<file path="src/rtl/mbp_pkg.sv">
package mbp_pkg;
  // Register byte offsets on the APB side
  localparam logic [7:0] OFF_ADDR = 8'h00;
  localparam logic [7:0] OFF_CTRL = 8'h04;
  localparam logic [7:0] OFF_STAT = 8'h08;
  localparam logic [7:0] OFF_LINE = 8'h20;
  localparam logic [7:0] LINE_MASK = 8'he0;
  localparam logic [1:0] WORD_ALIGN = 2'h0;

  // Control register fields
  localparam int unsigned CTRL_OP_LSB = 0;
  localparam int unsigned CTRL_SIZE_LSB = 2;
  localparam int unsigned CTRL_BM_LSB = 4;
  localparam int unsigned CTRL_LOCK_BIT = 8;
  localparam int unsigned CTRL_START_BIT = 9;

  // Status register fields
  localparam int unsigned STAT_BUSY_BIT = 0;
  localparam int unsigned STAT_DONE_BIT = 1;
  localparam int unsigned STAT_ABORT_BIT = 2;
  localparam int unsigned STAT_MODE_BIT = 3;
  localparam int unsigned STAT_PIPE_BIT = 4;
  localparam int unsigned STAT_LOCK_BIT = 5;
  localparam int unsigned STAT_SPEED_LSB = 8;

  // Transfer size codes in standard mode
  localparam logic [1:0] SZ_BYTE = 2'h0;
  localparam logic [1:0] SZ_HALF = 2'h1;
  localparam logic [1:0] SZ_WORD = 2'h2;

  // Cache block geometry
  localparam logic [3:0] LINE_BEATS = 4'h8;
  localparam logic [3:0] SINGLE_BEATS = 4'h1;
  localparam logic [3:0] BYTES_ON = 4'hf;

  typedef enum logic [1:0] {
    OP_READ = 2'h0,
    OP_WRITE = 2'h1,
    OP_FILL = 2'h2,
    OP_CASTOUT = 2'h3
  } mbp_op_t;

  // Command as software writes it
  typedef struct packed {
    mbp_op_t op;
    logic [1:0] size;
    logic [3:0] bytes_on;
    logic lock;
  } mbp_cmd_t;

  // Address-timed pins of the memory bus
  typedef struct packed {
    logic [31:0] addr;
    logic write_not_read;
    logic [1:0] transfer_size_code;
    logic line_fill_flag;
    logic lock;
  } mbp_pins_t;

  // Inputs that come from outside the pclk domain
  typedef struct packed {
    logic mclk;
    logic addr_pipeline_select;
    logic bus_mode_select;
    logic [3:0] core_speed_select;
    logic addr_outputs_drive_en;
    logic abort;
  } mbp_async_t;
endpackage : mbp_pkg

</file>
<file path="src/rtl/mbp_mem_port.sv">
// Design decisions made here: the register addresses and register access over APB.
`timescale 1ns/1ps
`default_nettype none
// Function
// - Pins change in high phase, else low
// - Enhanced mode: low address carries mask 3:2
// - Byte mask is active low
// - Standard low address bits; upper 30 always
// - Address pins float while drive enable low
// - Abort sampled only during own accesses
// - Line fill flag on every 8-word burst
// - Bursts only for fills and castouts
// - Line fill flag timed like address
// - Bus mode pin picks standard or enhanced
// - Standard: fetch from word 0, no merge
// - Enhanced: critical word, wrap, other subblock
// - Enhanced: merged mask on address and size
// - Write data driven during clock low phase
// - Standard size code: word 2, half 1, byte 0
// - Enhanced: size pins carry mask 1:0
// - Lock held high through locked sequence
module mbp_mem_port (
  input wire logic pclk,
  input wire logic presetn,
  input wire logic psel,
  input wire logic penable,
  input wire logic pwrite,
  input wire logic [7:0] paddr,
  input wire logic [31:0] pwdata,
  output logic [31:0] prdata,
  output logic pready,
  output logic pslverr,
  input wire logic mclk,
  input wire logic addr_pipeline_select,
  input wire logic bus_mode_select,
  input wire logic [3:0] core_speed_select,
  input wire logic addr_outputs_drive_en,
  input wire logic abort,
  input wire logic [31:0] data_in,
  output mbp_pkg::mbp_pins_t bus_pins,
  output logic bus_pins_oe,
  output logic [31:0] data_out,
  output logic data_oe
);

  typedef enum logic {ST_IDLE, ST_RUN} mbp_state_t;

  mbp_pkg::mbp_async_t async_s1_reg, async_s2_reg;
  logic [31:0] din_s1_reg, din_s2_reg;
  logic mclk_q_reg;
  logic mclk_rise, mclk_fall;
  mbp_state_t state_reg;
  mbp_pkg::mbp_cmd_t cmd_reg;
  logic [31:0] base_reg;
  logic enh_reg;
  logic lock_reg;
  logic [3:0] issued_reg;
  logic abeat_v_reg, dbeat_v_reg;
  logic [2:0] abeat_reg, dbeat_reg;
  logic pend_reg;
  mbp_pkg::mbp_pins_t pend_pins_reg;
  logic done_reg, abort_reg;
  logic [31:0] line_mem [0:7];
  logic setup, access, wr_ctrl, start, burst, issue, is_write;
  logic [3:0] nbeats;
  mbp_pkg::mbp_pins_t pins_new, pins_idle;

  // Word of the block touched by a beat; single accesses use their own word
  function automatic logic [2:0] word_of(input logic [2:0] beat, input logic [31:0] base,
                                         input logic enh, input logic bst);
    logic [2:0] w;
    w = base[4:2];
    if (!bst)
      word_of = w;
    else if (enh)
      word_of = {w[2] ^ beat[2], w[1:0] + beat[1:0]};
    else
      word_of = beat;
  endfunction : word_of

  // Address-timed pin values for one beat
  function automatic mbp_pkg::mbp_pins_t pins_for(input logic [2:0] beat,
                                                  input mbp_pkg::mbp_cmd_t c,
                                                  input logic [31:0] base, input logic enh,
                                                  input logic lk);
    mbp_pkg::mbp_pins_t p;
    logic bst;
    bst = (c.op == mbp_pkg::OP_FILL) || (c.op == mbp_pkg::OP_CASTOUT);
    p.addr = {base[31:5], word_of(beat, base, enh, bst), base[1:0]};
    p.write_not_read = (c.op == mbp_pkg::OP_WRITE) || (c.op == mbp_pkg::OP_CASTOUT);
    p.line_fill_flag = bst;
    p.lock = lk;
    if (bst) begin
      // Whole word on every beat of a block transfer
      p.addr[1:0] = enh ? ~mbp_pkg::BYTES_ON[3:2] : mbp_pkg::WORD_ALIGN;
      p.transfer_size_code = enh ? ~mbp_pkg::BYTES_ON[1:0] : mbp_pkg::SZ_WORD;
    end else if (enh) begin
      p.addr[1:0] = ~c.bytes_on[3:2];
      p.transfer_size_code = ~c.bytes_on[1:0];
    end else begin
      p.transfer_size_code = c.size;
    end
    pins_for = p;
  endfunction : pins_for

  // Two flops on every pin input before any logic looks at it
  always_ff @(posedge pclk or negedge presetn) begin
    if (!presetn) begin
      async_s1_reg <= '0;
      async_s2_reg <= '0;
      din_s1_reg <= 32'h0;
      din_s2_reg <= 32'h0;
      mclk_q_reg <= 1'b0;
    end else begin
      async_s1_reg <= {mclk, addr_pipeline_select, bus_mode_select, core_speed_select,
                       addr_outputs_drive_en, abort};
      async_s2_reg <= async_s1_reg;
      din_s1_reg <= data_in;
      din_s2_reg <= din_s1_reg;
      mclk_q_reg <= async_s2_reg.mclk;
    end
  end

  // Memory clock edges as seen after the synchroniser
  assign mclk_rise = async_s2_reg.mclk & ~mclk_q_reg;
  assign mclk_fall = ~async_s2_reg.mclk & mclk_q_reg;

  // APB decode
  assign setup = psel & ~penable;
  assign access = psel & penable & pready;
  assign wr_ctrl = access & pwrite & (paddr == mbp_pkg::OFF_CTRL);
  assign start = wr_ctrl & pwdata[mbp_pkg::CTRL_START_BIT] & (state_reg == ST_IDLE);
  assign burst = (cmd_reg.op == mbp_pkg::OP_FILL) || (cmd_reg.op == mbp_pkg::OP_CASTOUT);
  assign nbeats = burst ? mbp_pkg::LINE_BEATS : mbp_pkg::SINGLE_BEATS;
  assign issue = (state_reg == ST_RUN) && (issued_reg < nbeats);
  assign is_write = pend_pins_reg.write_not_read;
  assign pins_new = pins_for(issued_reg[2:0], cmd_reg, base_reg, enh_reg, lock_reg);
  // Between beats the address stays put; only the burst flag drops and lock follows
  assign pins_idle = '{addr: bus_pins.addr, write_not_read: bus_pins.write_not_read,
                       transfer_size_code: bus_pins.transfer_size_code,
                       line_fill_flag: 1'b0, lock: lock_reg};

  // Answer in the first access cycle; unmapped or misaligned offsets err
  always_ff @(posedge pclk or negedge presetn) begin
    if (!presetn) begin
      pready <= 1'b0;
      pslverr <= 1'b0;
      prdata <= 32'h0;
    end else begin
      pready <= setup;
      pslverr <= 1'b0;
      prdata <= 32'h0;
      if (setup) begin
        if (paddr == mbp_pkg::OFF_ADDR)
          prdata <= base_reg;
        else if (paddr == mbp_pkg::OFF_CTRL)
          prdata <= {22'h0, 1'b0, lock_reg, cmd_reg.bytes_on, cmd_reg.size, cmd_reg.op};
        else if (paddr == mbp_pkg::OFF_STAT) begin
          prdata[mbp_pkg::STAT_BUSY_BIT] <= state_reg == ST_RUN;
          prdata[mbp_pkg::STAT_DONE_BIT] <= done_reg;
          prdata[mbp_pkg::STAT_ABORT_BIT] <= abort_reg;
          prdata[mbp_pkg::STAT_MODE_BIT] <= async_s2_reg.bus_mode_select;
          prdata[mbp_pkg::STAT_PIPE_BIT] <= async_s2_reg.addr_pipeline_select;
          prdata[mbp_pkg::STAT_LOCK_BIT] <= bus_pins.lock;
          prdata[mbp_pkg::STAT_SPEED_LSB +: 4] <= async_s2_reg.core_speed_select;
        end else if ((paddr & mbp_pkg::LINE_MASK) == mbp_pkg::OFF_LINE &&
                     paddr[1:0] == mbp_pkg::WORD_ALIGN)
          prdata <= line_mem[paddr[4:2]];
        else
          pslverr <= 1'b1;
      end
    end
  end

  // Command, address and lock; settings are frozen while a transfer runs
  always_ff @(posedge pclk or negedge presetn) begin
    if (!presetn) begin
      base_reg <= 32'h0;
      cmd_reg <= '0;
      lock_reg <= 1'b0;
      enh_reg <= 1'b0;
    end else if (state_reg == ST_IDLE && access && pwrite) begin
      if (paddr == mbp_pkg::OFF_ADDR)
        base_reg <= pwdata;
      if (wr_ctrl) begin
        cmd_reg.op <= mbp_pkg::mbp_op_t'(pwdata[mbp_pkg::CTRL_OP_LSB +: 2]);
        cmd_reg.size <= pwdata[mbp_pkg::CTRL_SIZE_LSB +: 2];
        cmd_reg.bytes_on <= pwdata[mbp_pkg::CTRL_BM_LSB +: 4];
        cmd_reg.lock <= pwdata[mbp_pkg::CTRL_LOCK_BIT];
        lock_reg <= pwdata[mbp_pkg::CTRL_LOCK_BIT];
        enh_reg <= async_s2_reg.bus_mode_select;
      end
    end
  end

  // Transfer sequencer: one address per memory clock, data one cycle later
  always_ff @(posedge pclk or negedge presetn) begin
    if (!presetn) begin
      state_reg <= ST_IDLE;
      issued_reg <= 4'h0;
      abeat_v_reg <= 1'b0;
      abeat_reg <= 3'h0;
      dbeat_v_reg <= 1'b0;
      dbeat_reg <= 3'h0;
      done_reg <= 1'b0;
    end else begin
      case (state_reg)
        ST_IDLE: begin
          if (start) begin
            state_reg <= ST_RUN;
            issued_reg <= 4'h0;
            done_reg <= 1'b0;
          end
        end
        ST_RUN: begin
          if (mclk_rise) begin
            dbeat_v_reg <= abeat_v_reg;
            dbeat_reg <= abeat_reg;
            abeat_v_reg <= issue;
            abeat_reg <= issued_reg[2:0];
            if (issue)
              issued_reg <= issued_reg + 4'h1;
            else if (!abeat_v_reg) begin
              // Last data phase ended at the falling edge just gone
              state_reg <= ST_IDLE;
              done_reg <= 1'b1;
            end
          end
        end
        default: state_reg <= ST_IDLE;
      endcase
    end
  end

  // Address-timed pins; with pipelining off the change waits for clock low
  always_ff @(posedge pclk or negedge presetn) begin
    if (!presetn) begin
      bus_pins <= '0;
      pend_pins_reg <= '0;
      pend_reg <= 1'b0;
    end else if (mclk_rise) begin
      pend_pins_reg <= issue ? pins_new : pins_idle;
      if (async_s2_reg.addr_pipeline_select) begin
        bus_pins <= issue ? pins_new : pins_idle;
        pend_reg <= 1'b0;
      end else begin
        pend_reg <= 1'b1;
      end
    end else if (mclk_fall && pend_reg) begin
      bus_pins <= pend_pins_reg;
      pend_reg <= 1'b0;
    end
  end

  // Drivers float whenever the system pulls the enable low
  always_ff @(posedge pclk or negedge presetn) begin
    if (!presetn)
      bus_pins_oe <= 1'b0;
    else
      bus_pins_oe <= async_s2_reg.addr_outputs_drive_en;
  end

  // Data phase: writes drive the low half, reads sample at the falling edge
  always_ff @(posedge pclk or negedge presetn) begin
    if (!presetn) begin
      data_out <= 32'h0;
      data_oe <= 1'b0;
      abort_reg <= 1'b0;
    end else begin
      if (start)
        abort_reg <= 1'b0;
      if (mclk_rise)
        data_oe <= 1'b0;
      else if (mclk_fall && dbeat_v_reg && state_reg == ST_RUN) begin
        if (cmd_reg.op == mbp_pkg::OP_WRITE || cmd_reg.op == mbp_pkg::OP_CASTOUT) begin
          data_out <= line_mem[word_of(dbeat_reg, base_reg, enh_reg, burst)];
          data_oe <= 1'b1;
        end
        if (async_s2_reg.abort)
          abort_reg <= 1'b1;
      end
    end
  end

  // Line buffer: captured read beats take priority over software writes
  always_ff @(posedge pclk) begin
    if (mclk_fall && dbeat_v_reg && state_reg == ST_RUN &&
        (cmd_reg.op == mbp_pkg::OP_READ || cmd_reg.op == mbp_pkg::OP_FILL))
      line_mem[word_of(dbeat_reg, base_reg, enh_reg, burst)] <= din_s2_reg;
    else if (access && pwrite && (paddr & mbp_pkg::LINE_MASK) == mbp_pkg::OFF_LINE &&
             paddr[1:0] == mbp_pkg::WORD_ALIGN)
      line_mem[paddr[4:2]] <= pwdata;
  end

  // Unused pending copy of direction is kept for clarity of the low-phase view
  logic unused_ok;
  assign unused_ok = is_write & cmd_reg.lock;

endmodule : mbp_mem_port
`default_nettype wire

</file>
<file path="config.mk">
export PLATFORM = sky130hd
export DESIGN_NAME = mbp_mem_port
export DESIGN_NICKNAME = d
export VERILOG_FILES = /design/src/rtl/mbp_pkg.sv /design/src/rtl/mbp_mem_port.sv
export SDC_FILE = /design/constraint.sdc
export NUM_CORES = 1
export LEC_CHECK = 0
export BUFFER_PORTS_ARGS = -buffer_cell sky130_fd_sc_hd__buf_2
export CAP_MARGIN = 20
export CORE_MARGIN = 3
export CORE_UTILIZATION = 24
export DETAILED_ROUTE_END_ITERATION = 10
export SYNTH_ARGS = -nofsm -noshare
export SYNTH_HDL_FRONTEND = slang
export SYNTH_SLANG_ARGS = --single-unit
</file>
<file path="constraint.sdc">
create_clock -name pclk -period 5.35 [get_ports pclk]
set_clock_uncertainty 0.15 [all_clocks]
set_input_delay 0.2675 -clock pclk [delete_from_list [all_inputs] [get_ports pclk]]
set_output_delay 0.2675 -clock pclk [all_outputs]
set_load 0.01 [all_outputs]
</file>
After elaboration in Yosys (flattened, before gate mapping). Memories as Yosys holds them, arrays and structs flattened. A register that Yosys moved wholly into a read port is not among the register bits. Cells that the tools add are included. Widths: inputs -> output; s select.

Memory bits (read-only): 0. Bits in writable memories: 256. Memories kept: 1. Logic and storage cells: 173. Bits in registers: 251. Latch bits: 0. Input bits: 86.

Shifts and indexed selects: 0. Bitwise gates (word level): 18. Reductions and logical operators: 30. Muxes and demuxes: 63. Div/mod/pow operators: 0. Add/subtract/negate cells: 3. Multipliers: 0. Magnitude comparators: 1. Equal/unequal tests: 12.

Memory list: line_mem (words 8, width 32, read ports 2, clocked after memory_dff 1, write ports 1, line mbp_mem_port.sv:63) `logic [31:0] line_mem [0:7];`.

Operators with widths (count): $mux 32 (5); $mux 37 (4); $reduce_or 32->1 (1); $mux 1 (29); $mux 3 (9); $mux 20 (1); $mux 4 (5); $mux 2 (6); $logic_and 1x1->1 (11); $ne 2x2->1 const B (5); $reduce_and 2->1 (5); $and 1x1->1 (9); $eq 8x3->1 const B (1); $eq 8x4->1 const B (1); $logic_not 8->1 (1); $pmux 4 s2 (1); $mux 6 (1); $reduce_and 3->1 (2); $reduce_bool 2->1 (3); $not 1->1 (5); $add 2x2->2 (2); $add 4x1->4 const B (1); $eq 2x2->1 const B (2); $logic_not 2->1 (2); other kinds (10) (15).

Longest topological paths before layout.
Depth after elaboration: 10. Depth in mapped cells: 9. Gate-level depth less buffers: 6.

Least setup slack after synthesis. OpenSTA, ideal clock, no wires.

Path kind: flip-flop to flip-flop. Start point: register base_reg[2]. End point: memory line_mem[6][0] (enable). Cell stages (with the launch flop): 9. Period minus slack after synthesis: 3585 ps. Required time: 4779 ps. Arrival time: 3014 ps. Buffers on the path: 2. Path slack: 1765 ps. Path through: dfrtp_1 -> ha_1 -> mux2i_1 -> a21o_1 -> buf_2 -> buf_2 -> nand2_1 -> o21a_1 -> nor2_1.

Word-level cells in the longest chain between the ends: 5.

RTL lines: from (decl) (line mbp_mem_port.sv:54) `logic [31:0] base_reg;`; from (signal assigned) (line mbp_mem_port.sv:184) `base_reg <= pwdata;`; $add 2x2->2 (line mbp_mem_port.sv:76) `word_of = {w[2] ^ beat[2], w[1:0] + beat[1:0]};`; $mux 3 (line mbp_mem_port.sv:75) `else if (enh)`; $mux 3 * (line mbp_mem_port.sv:73) `if (!bst)`; $mux 3 * (line mbp_mem_port.sv:287) `if (mclk_fall && dbeat_v_reg && state_reg == ST_RUN &&`; $mux 3 (no source line) *; to (decl) (line mbp_mem_port.sv:63).

Every way passes the cells marked *; elsewhere a longest branch is shown, timed or not. The select of a mux whose other input is x is not followed.

Worst setup path in the final report.
Start point: register enh_reg. End point: register data_out[8] (read register of line_mem).

Word-level cells in the longest chain between the ends: 5.

RTL lines: from (decl) (line mbp_mem_port.sv:55) `logic enh_reg;`; from (signal assigned) (line mbp_mem_port.sv:191) `enh_reg <= async_s2_reg.bus_mode_select;`; $mux 3 (line mbp_mem_port.sv:75); $mux 3 (line mbp_mem_port.sv:73); $mux 3 (line mbp_mem_port.sv:275) `if (cmd_reg.op == mbp_pkg::OP_WRITE || cmd_reg.op == mbp_pkg::OP_CASTOUT) begin`; $mux 3 (line mbp_mem_port.sv:274) `else if (mclk_fall && dbeat_v_reg && state_reg == ST_RUN) begin`; $mux 3 (line mbp_mem_port.sv:272) `if (mclk_rise)`; to (decl) (line mbp_mem_port.sv:42) `output logic [31:0] data_out,`.

No other way between the ends. The select of a mux whose other input is x is not followed. A chain may end at the register's enable or synchronous reset.

==> impl_metrics.csv <==
group,metric,value,unit
die,dieArea,120400,um2
worst_setup_path,worstReg2RegStart,"enh_reg",
finish,fin_nets,2515,
finish,fin_util,28.67,%
grt,track_usage,14.75,%
placed_design,placedCellCount,3808,
logic_synthesis,synth_edf_count,256,
finish,stdcell_count,3983,
hold_path,hold_path_class,"in -> reg",
die,die_h,346.9,um
logic_synthesis,ys_async_sr_fraction,52.50,%
worst_setup_path,cp_common_cell,"buf_4",
timing,timing.hold.ws,95.39,ps
timing,final-setup-viol-count,0,
pwr,p_leak,12.45,nW
worst_setup_path,setup.worst_path.start_class,"flop",
clocking,htreeDepth,2,
detailed_routing,vias_per_cell,5.275,
logic_synthesis,synthFlopType,"dfrtp_1",
worst_setup_path,cp_cell_sequence,"mux2i_1 > a21oi_4 > buf_4 > buf_4 > a221oi_1 > o311a_1 > a211oi_1",
worst_setup_path,reg2reg_to,"data_out[8]",
worst_setup_path,crit_cells,7,
clocking,cts_sinks,539,
logic_synthesis,syn_avg_cell_area,12.29,um2
finish,largest_reg_flops,256,
pwr,peakVddDrop,0.0002488,V
grt,grt_overflow,0,
clocking,root_buffer,"clkbuf_16",
pwr,cellPowerDensity,284.3,nW/um2
timing,tns,0,ps
flow_run,max_cap_violations,0,
detailed_routing,wl,92370,um
finish,seq_area,14780,um2
worst_setup_path,rr_worst_depth,7,
clocking,clk_pin_slew,70,ps
placed_design,dpl.hpwl,56390,um
logic_synthesis,ys_ff_latch,539,
timing,layout_setup_ws,1694,ps
detailed_routing,ant_nets,0,
worst_setup_path,cp_slowest_cell,"dfrtp_2",
clocking,post_cts_buffers,0,
logic_synthesis,syn-cell-area,27900,um2
timing,slew_headroom,22.81,%
clocking,cts_tree,"done",
logic_synthesis,ys_types,65,
die,core,114800,um2
timing,final-hold-violation-count,0,
worst_setup_path,startpoint,"enh_reg",
grt,grt_max_degree,138,
placed_design,placed_area,30400,um2
placed_design,dpl_worst_slack,1781,ps
logic_synthesis,yosysSeqAreaShare,52.94,%
timing,worst_pin_slew,1154,ps
worst_setup_path,cp.required,5720,ps
finish,fillCellCount,11680,
die,die_w,346.9,um
logic_synthesis,synth_nets,2359,
run_status,status,"finished, final reports clean",
finish,design_area,32920,um2
worst_setup_path,crit_path_end_kind,"flop",
die,initial_core_util,24.30,%
logic_synthesis,postSynthCellCount,2270,
timing,finalMaxSlewViolations,0,
worst_setup_path,rrSetupSlack,1690,ps
timing,min_period,3656,ps
grt,antenna_found_initial,2,
pwr,finalPower,9.360,mW
logic_synthesis,yosysWarnings,0,
clocking,clock_latency,630,ps
placed_design,place.port_buffers,190,
worst_setup_path,cp_top_family,"buffers and inverters",
placed_design,gp_congestion,0.7881,
worst_setup_path,cp_num_buf_inv,2,
worst_setup_path,cp_slowest_stage_delay,940,ps
timing,period_share,68.34,%
grt,grt_pass1_vias,20240,
detailed_routing,vias,21010,
grt,grt_first_pass_wirelength,135800,um
worst_setup_path,cp_max_fo,51,
detailed_routing,drt_pass1_iterations,6,
clocking,cts_buffers,53,
finish,multi_input_area,12280,um2
timing,fmax,273.5,MHz
clocking,cts.path.max_buffers,3,
die,rows,124,
die,io_pins,191,
timing,rsz0062_at_grt,"false",
detailed_routing,wl_per_cell,23.19,um
finish,drive_above_1_share,28.10,%
worst_setup_path,crit_type,"reg -> reg",
finish,syn2layout_area_growth,17.99,%
worst_setup_path,crit_end,"data_out[8]",
detailed_routing,route.detailed.drc,0,
detailed_routing,drtIter0Drc,2062,
worst_setup_path,arrival,4020,ps
-- worst register-to-register path, delay by kind of cell, from the launching register on --
family,cells,cell delay [ps]
muxes,1,300
AOI/OAI and AO/OA,4,980
buffers and inverters,2,1190
DFF,1,940
-- repair_timing --
action / 4_1_cts / 5_1_grt
endpoints found under the hold margin: 288 / 0
hold buffers: 75 / 0
gates resized for setup: 0 / 0
-- cell usage after synthesis, types with 3 or more instances --
master / number / area share, %
nor2_1: 90 / 1.2
and2_1: 4 / 0.090
nand2b_1: 9 / 0.20
a211oi_1: 37 / 1.0
o21ai_0: 53 / 0.95
nor4_1: 3 / 0.067
or2_2: 35 / 0.78
mux2i_1: 201 / 7.2
or3_1: 5 / 0.11
mux2_1: 4 / 0.16
dfrtp_1: 283 / 25
a21oi_1: 129 / 2.3
a2111oi_0: 32 / 1.0
clkbuf_1: 113 / 1.5
mux2_2: 241 / 9.7
ha_1: 3 / 0.13
a31oi_1: 42 / 0.94
inv_1: 13 / 0.17
a221oi_1: 63 / 2.0
nand3b_1: 34 / 0.91
nor3_1: 6 / 0.11
mux4_2: 64 / 5.2
buf_2: 63 / 1.1
o22ai_1: 223 / 5.0
buf_6: 4 / 0.16
nand3_1: 3 / 0.054
buf_4: 5 / 0.13
o311a_1: 31 / 1.1
nand2_1: 151 / 2.0
buf_1: 27 / 0.36
edfxtp_1: 256 / 28
-- power breakdown --
group          total (mW)  switching (mW)  internal [mW]
Combinational        1.06           0.629          0.430
Sequential           4.47          0.0557           4.42
Clock                3.83            1.67           2.16
Total                9.36            2.35           7.01
-- final cells by class --
cell class                      count  share of cell area, %
Sequential cell                   539                  44.91
Tap cell                         1512                  5.747
Clock inverter                     20                 0.5170
Timing Repair Buffer              314                  6.523
Multi-Input combinational cell   1504                  37.31
Inverter                           14                 0.1596
Clock buffer                       79                  4.827
Antenna cell                        1               0.007602
-- how the worst min path moves through the flow --
stage / from / end / slack [ps] / depth (start not counted)
CTS: psel / prdata[22] / 60 / 4
finish: psel / prdata[29] / 100 / 4
floorplan: presetn / abeat_reg[0] / -180 / 0
global route: data_in[25] / din_s1_reg[25] / 100 / 2
detailed placement: din_s1_reg[26] / din_s2_reg[26] / 180 / 0
global placement: din_s1_reg[27] / din_s2_reg[27] / 180 / 0
-- cell families (layout without fill, tap and decap cells) --
| logic type | count (synthesis) | count (layout) | share of synthesized area (%) |
|---|---|---|---|
| other | 0 | 1 | 0 |
| AO/OA/AOI/OAI | 641 | 641 | 15.27 |
| XOR/XNOR | 1 | 1 | 0.03140 |
| AND/OR/NAND/NOR | 349 | 349 | 5.835 |
| multiplexers | 510 | 510 | 22.27 |
| adder cells (fa/ha/maj) | 3 | 3 | 0.1346 |
| flip-flops | 539 | 539 | 52.94 |
| buffers and inverters | 227 | 427 | 3.525 |
-- cell usage in the layout (no fill, tap or decap), types with 3 or more instances in the layout --
master and instances:
o21ai_0 53, or3_1 5, clkbuf_8 8, inv_4 6, edfxtp_1 256, dfrtp_4 3, a211oi_1 37, nor2_4 7
mux2_1 4, o22ai_1 223, nor3_1 5, dfrtp_1 279, dlygate4sd3_1 75, nor2_1 83, clkinv_2 6, buf_2 187
clkbuf_16 57, nand3b_1 34, mux2i_1 201, clkinv_1 3, a2111oi_0 32, clkbuf_1 14, o311a_1 31, nor4_2 3
mux4_2 64, ha_1 3, nand2b_1 7, a21oi_1 129, nand2_1 149, mux2_2 241, a31oi_1 42, or2_2 35
buf_4 46, a221oi_1 63, buf_12 5, inv_1 13
-- metal layers --
layer	wire length, um	global-route usage [%]	share of wire (%)	up-vias
li1	-	-	-	9237
met1	38290	19.67	41	10700
met2	43830	24.12	47	870
met3	6320	2.163	6.8	205
met4	3926	5.912	4.3	0
met5	0	0	0	-
(Power assumes the default switching activity.)
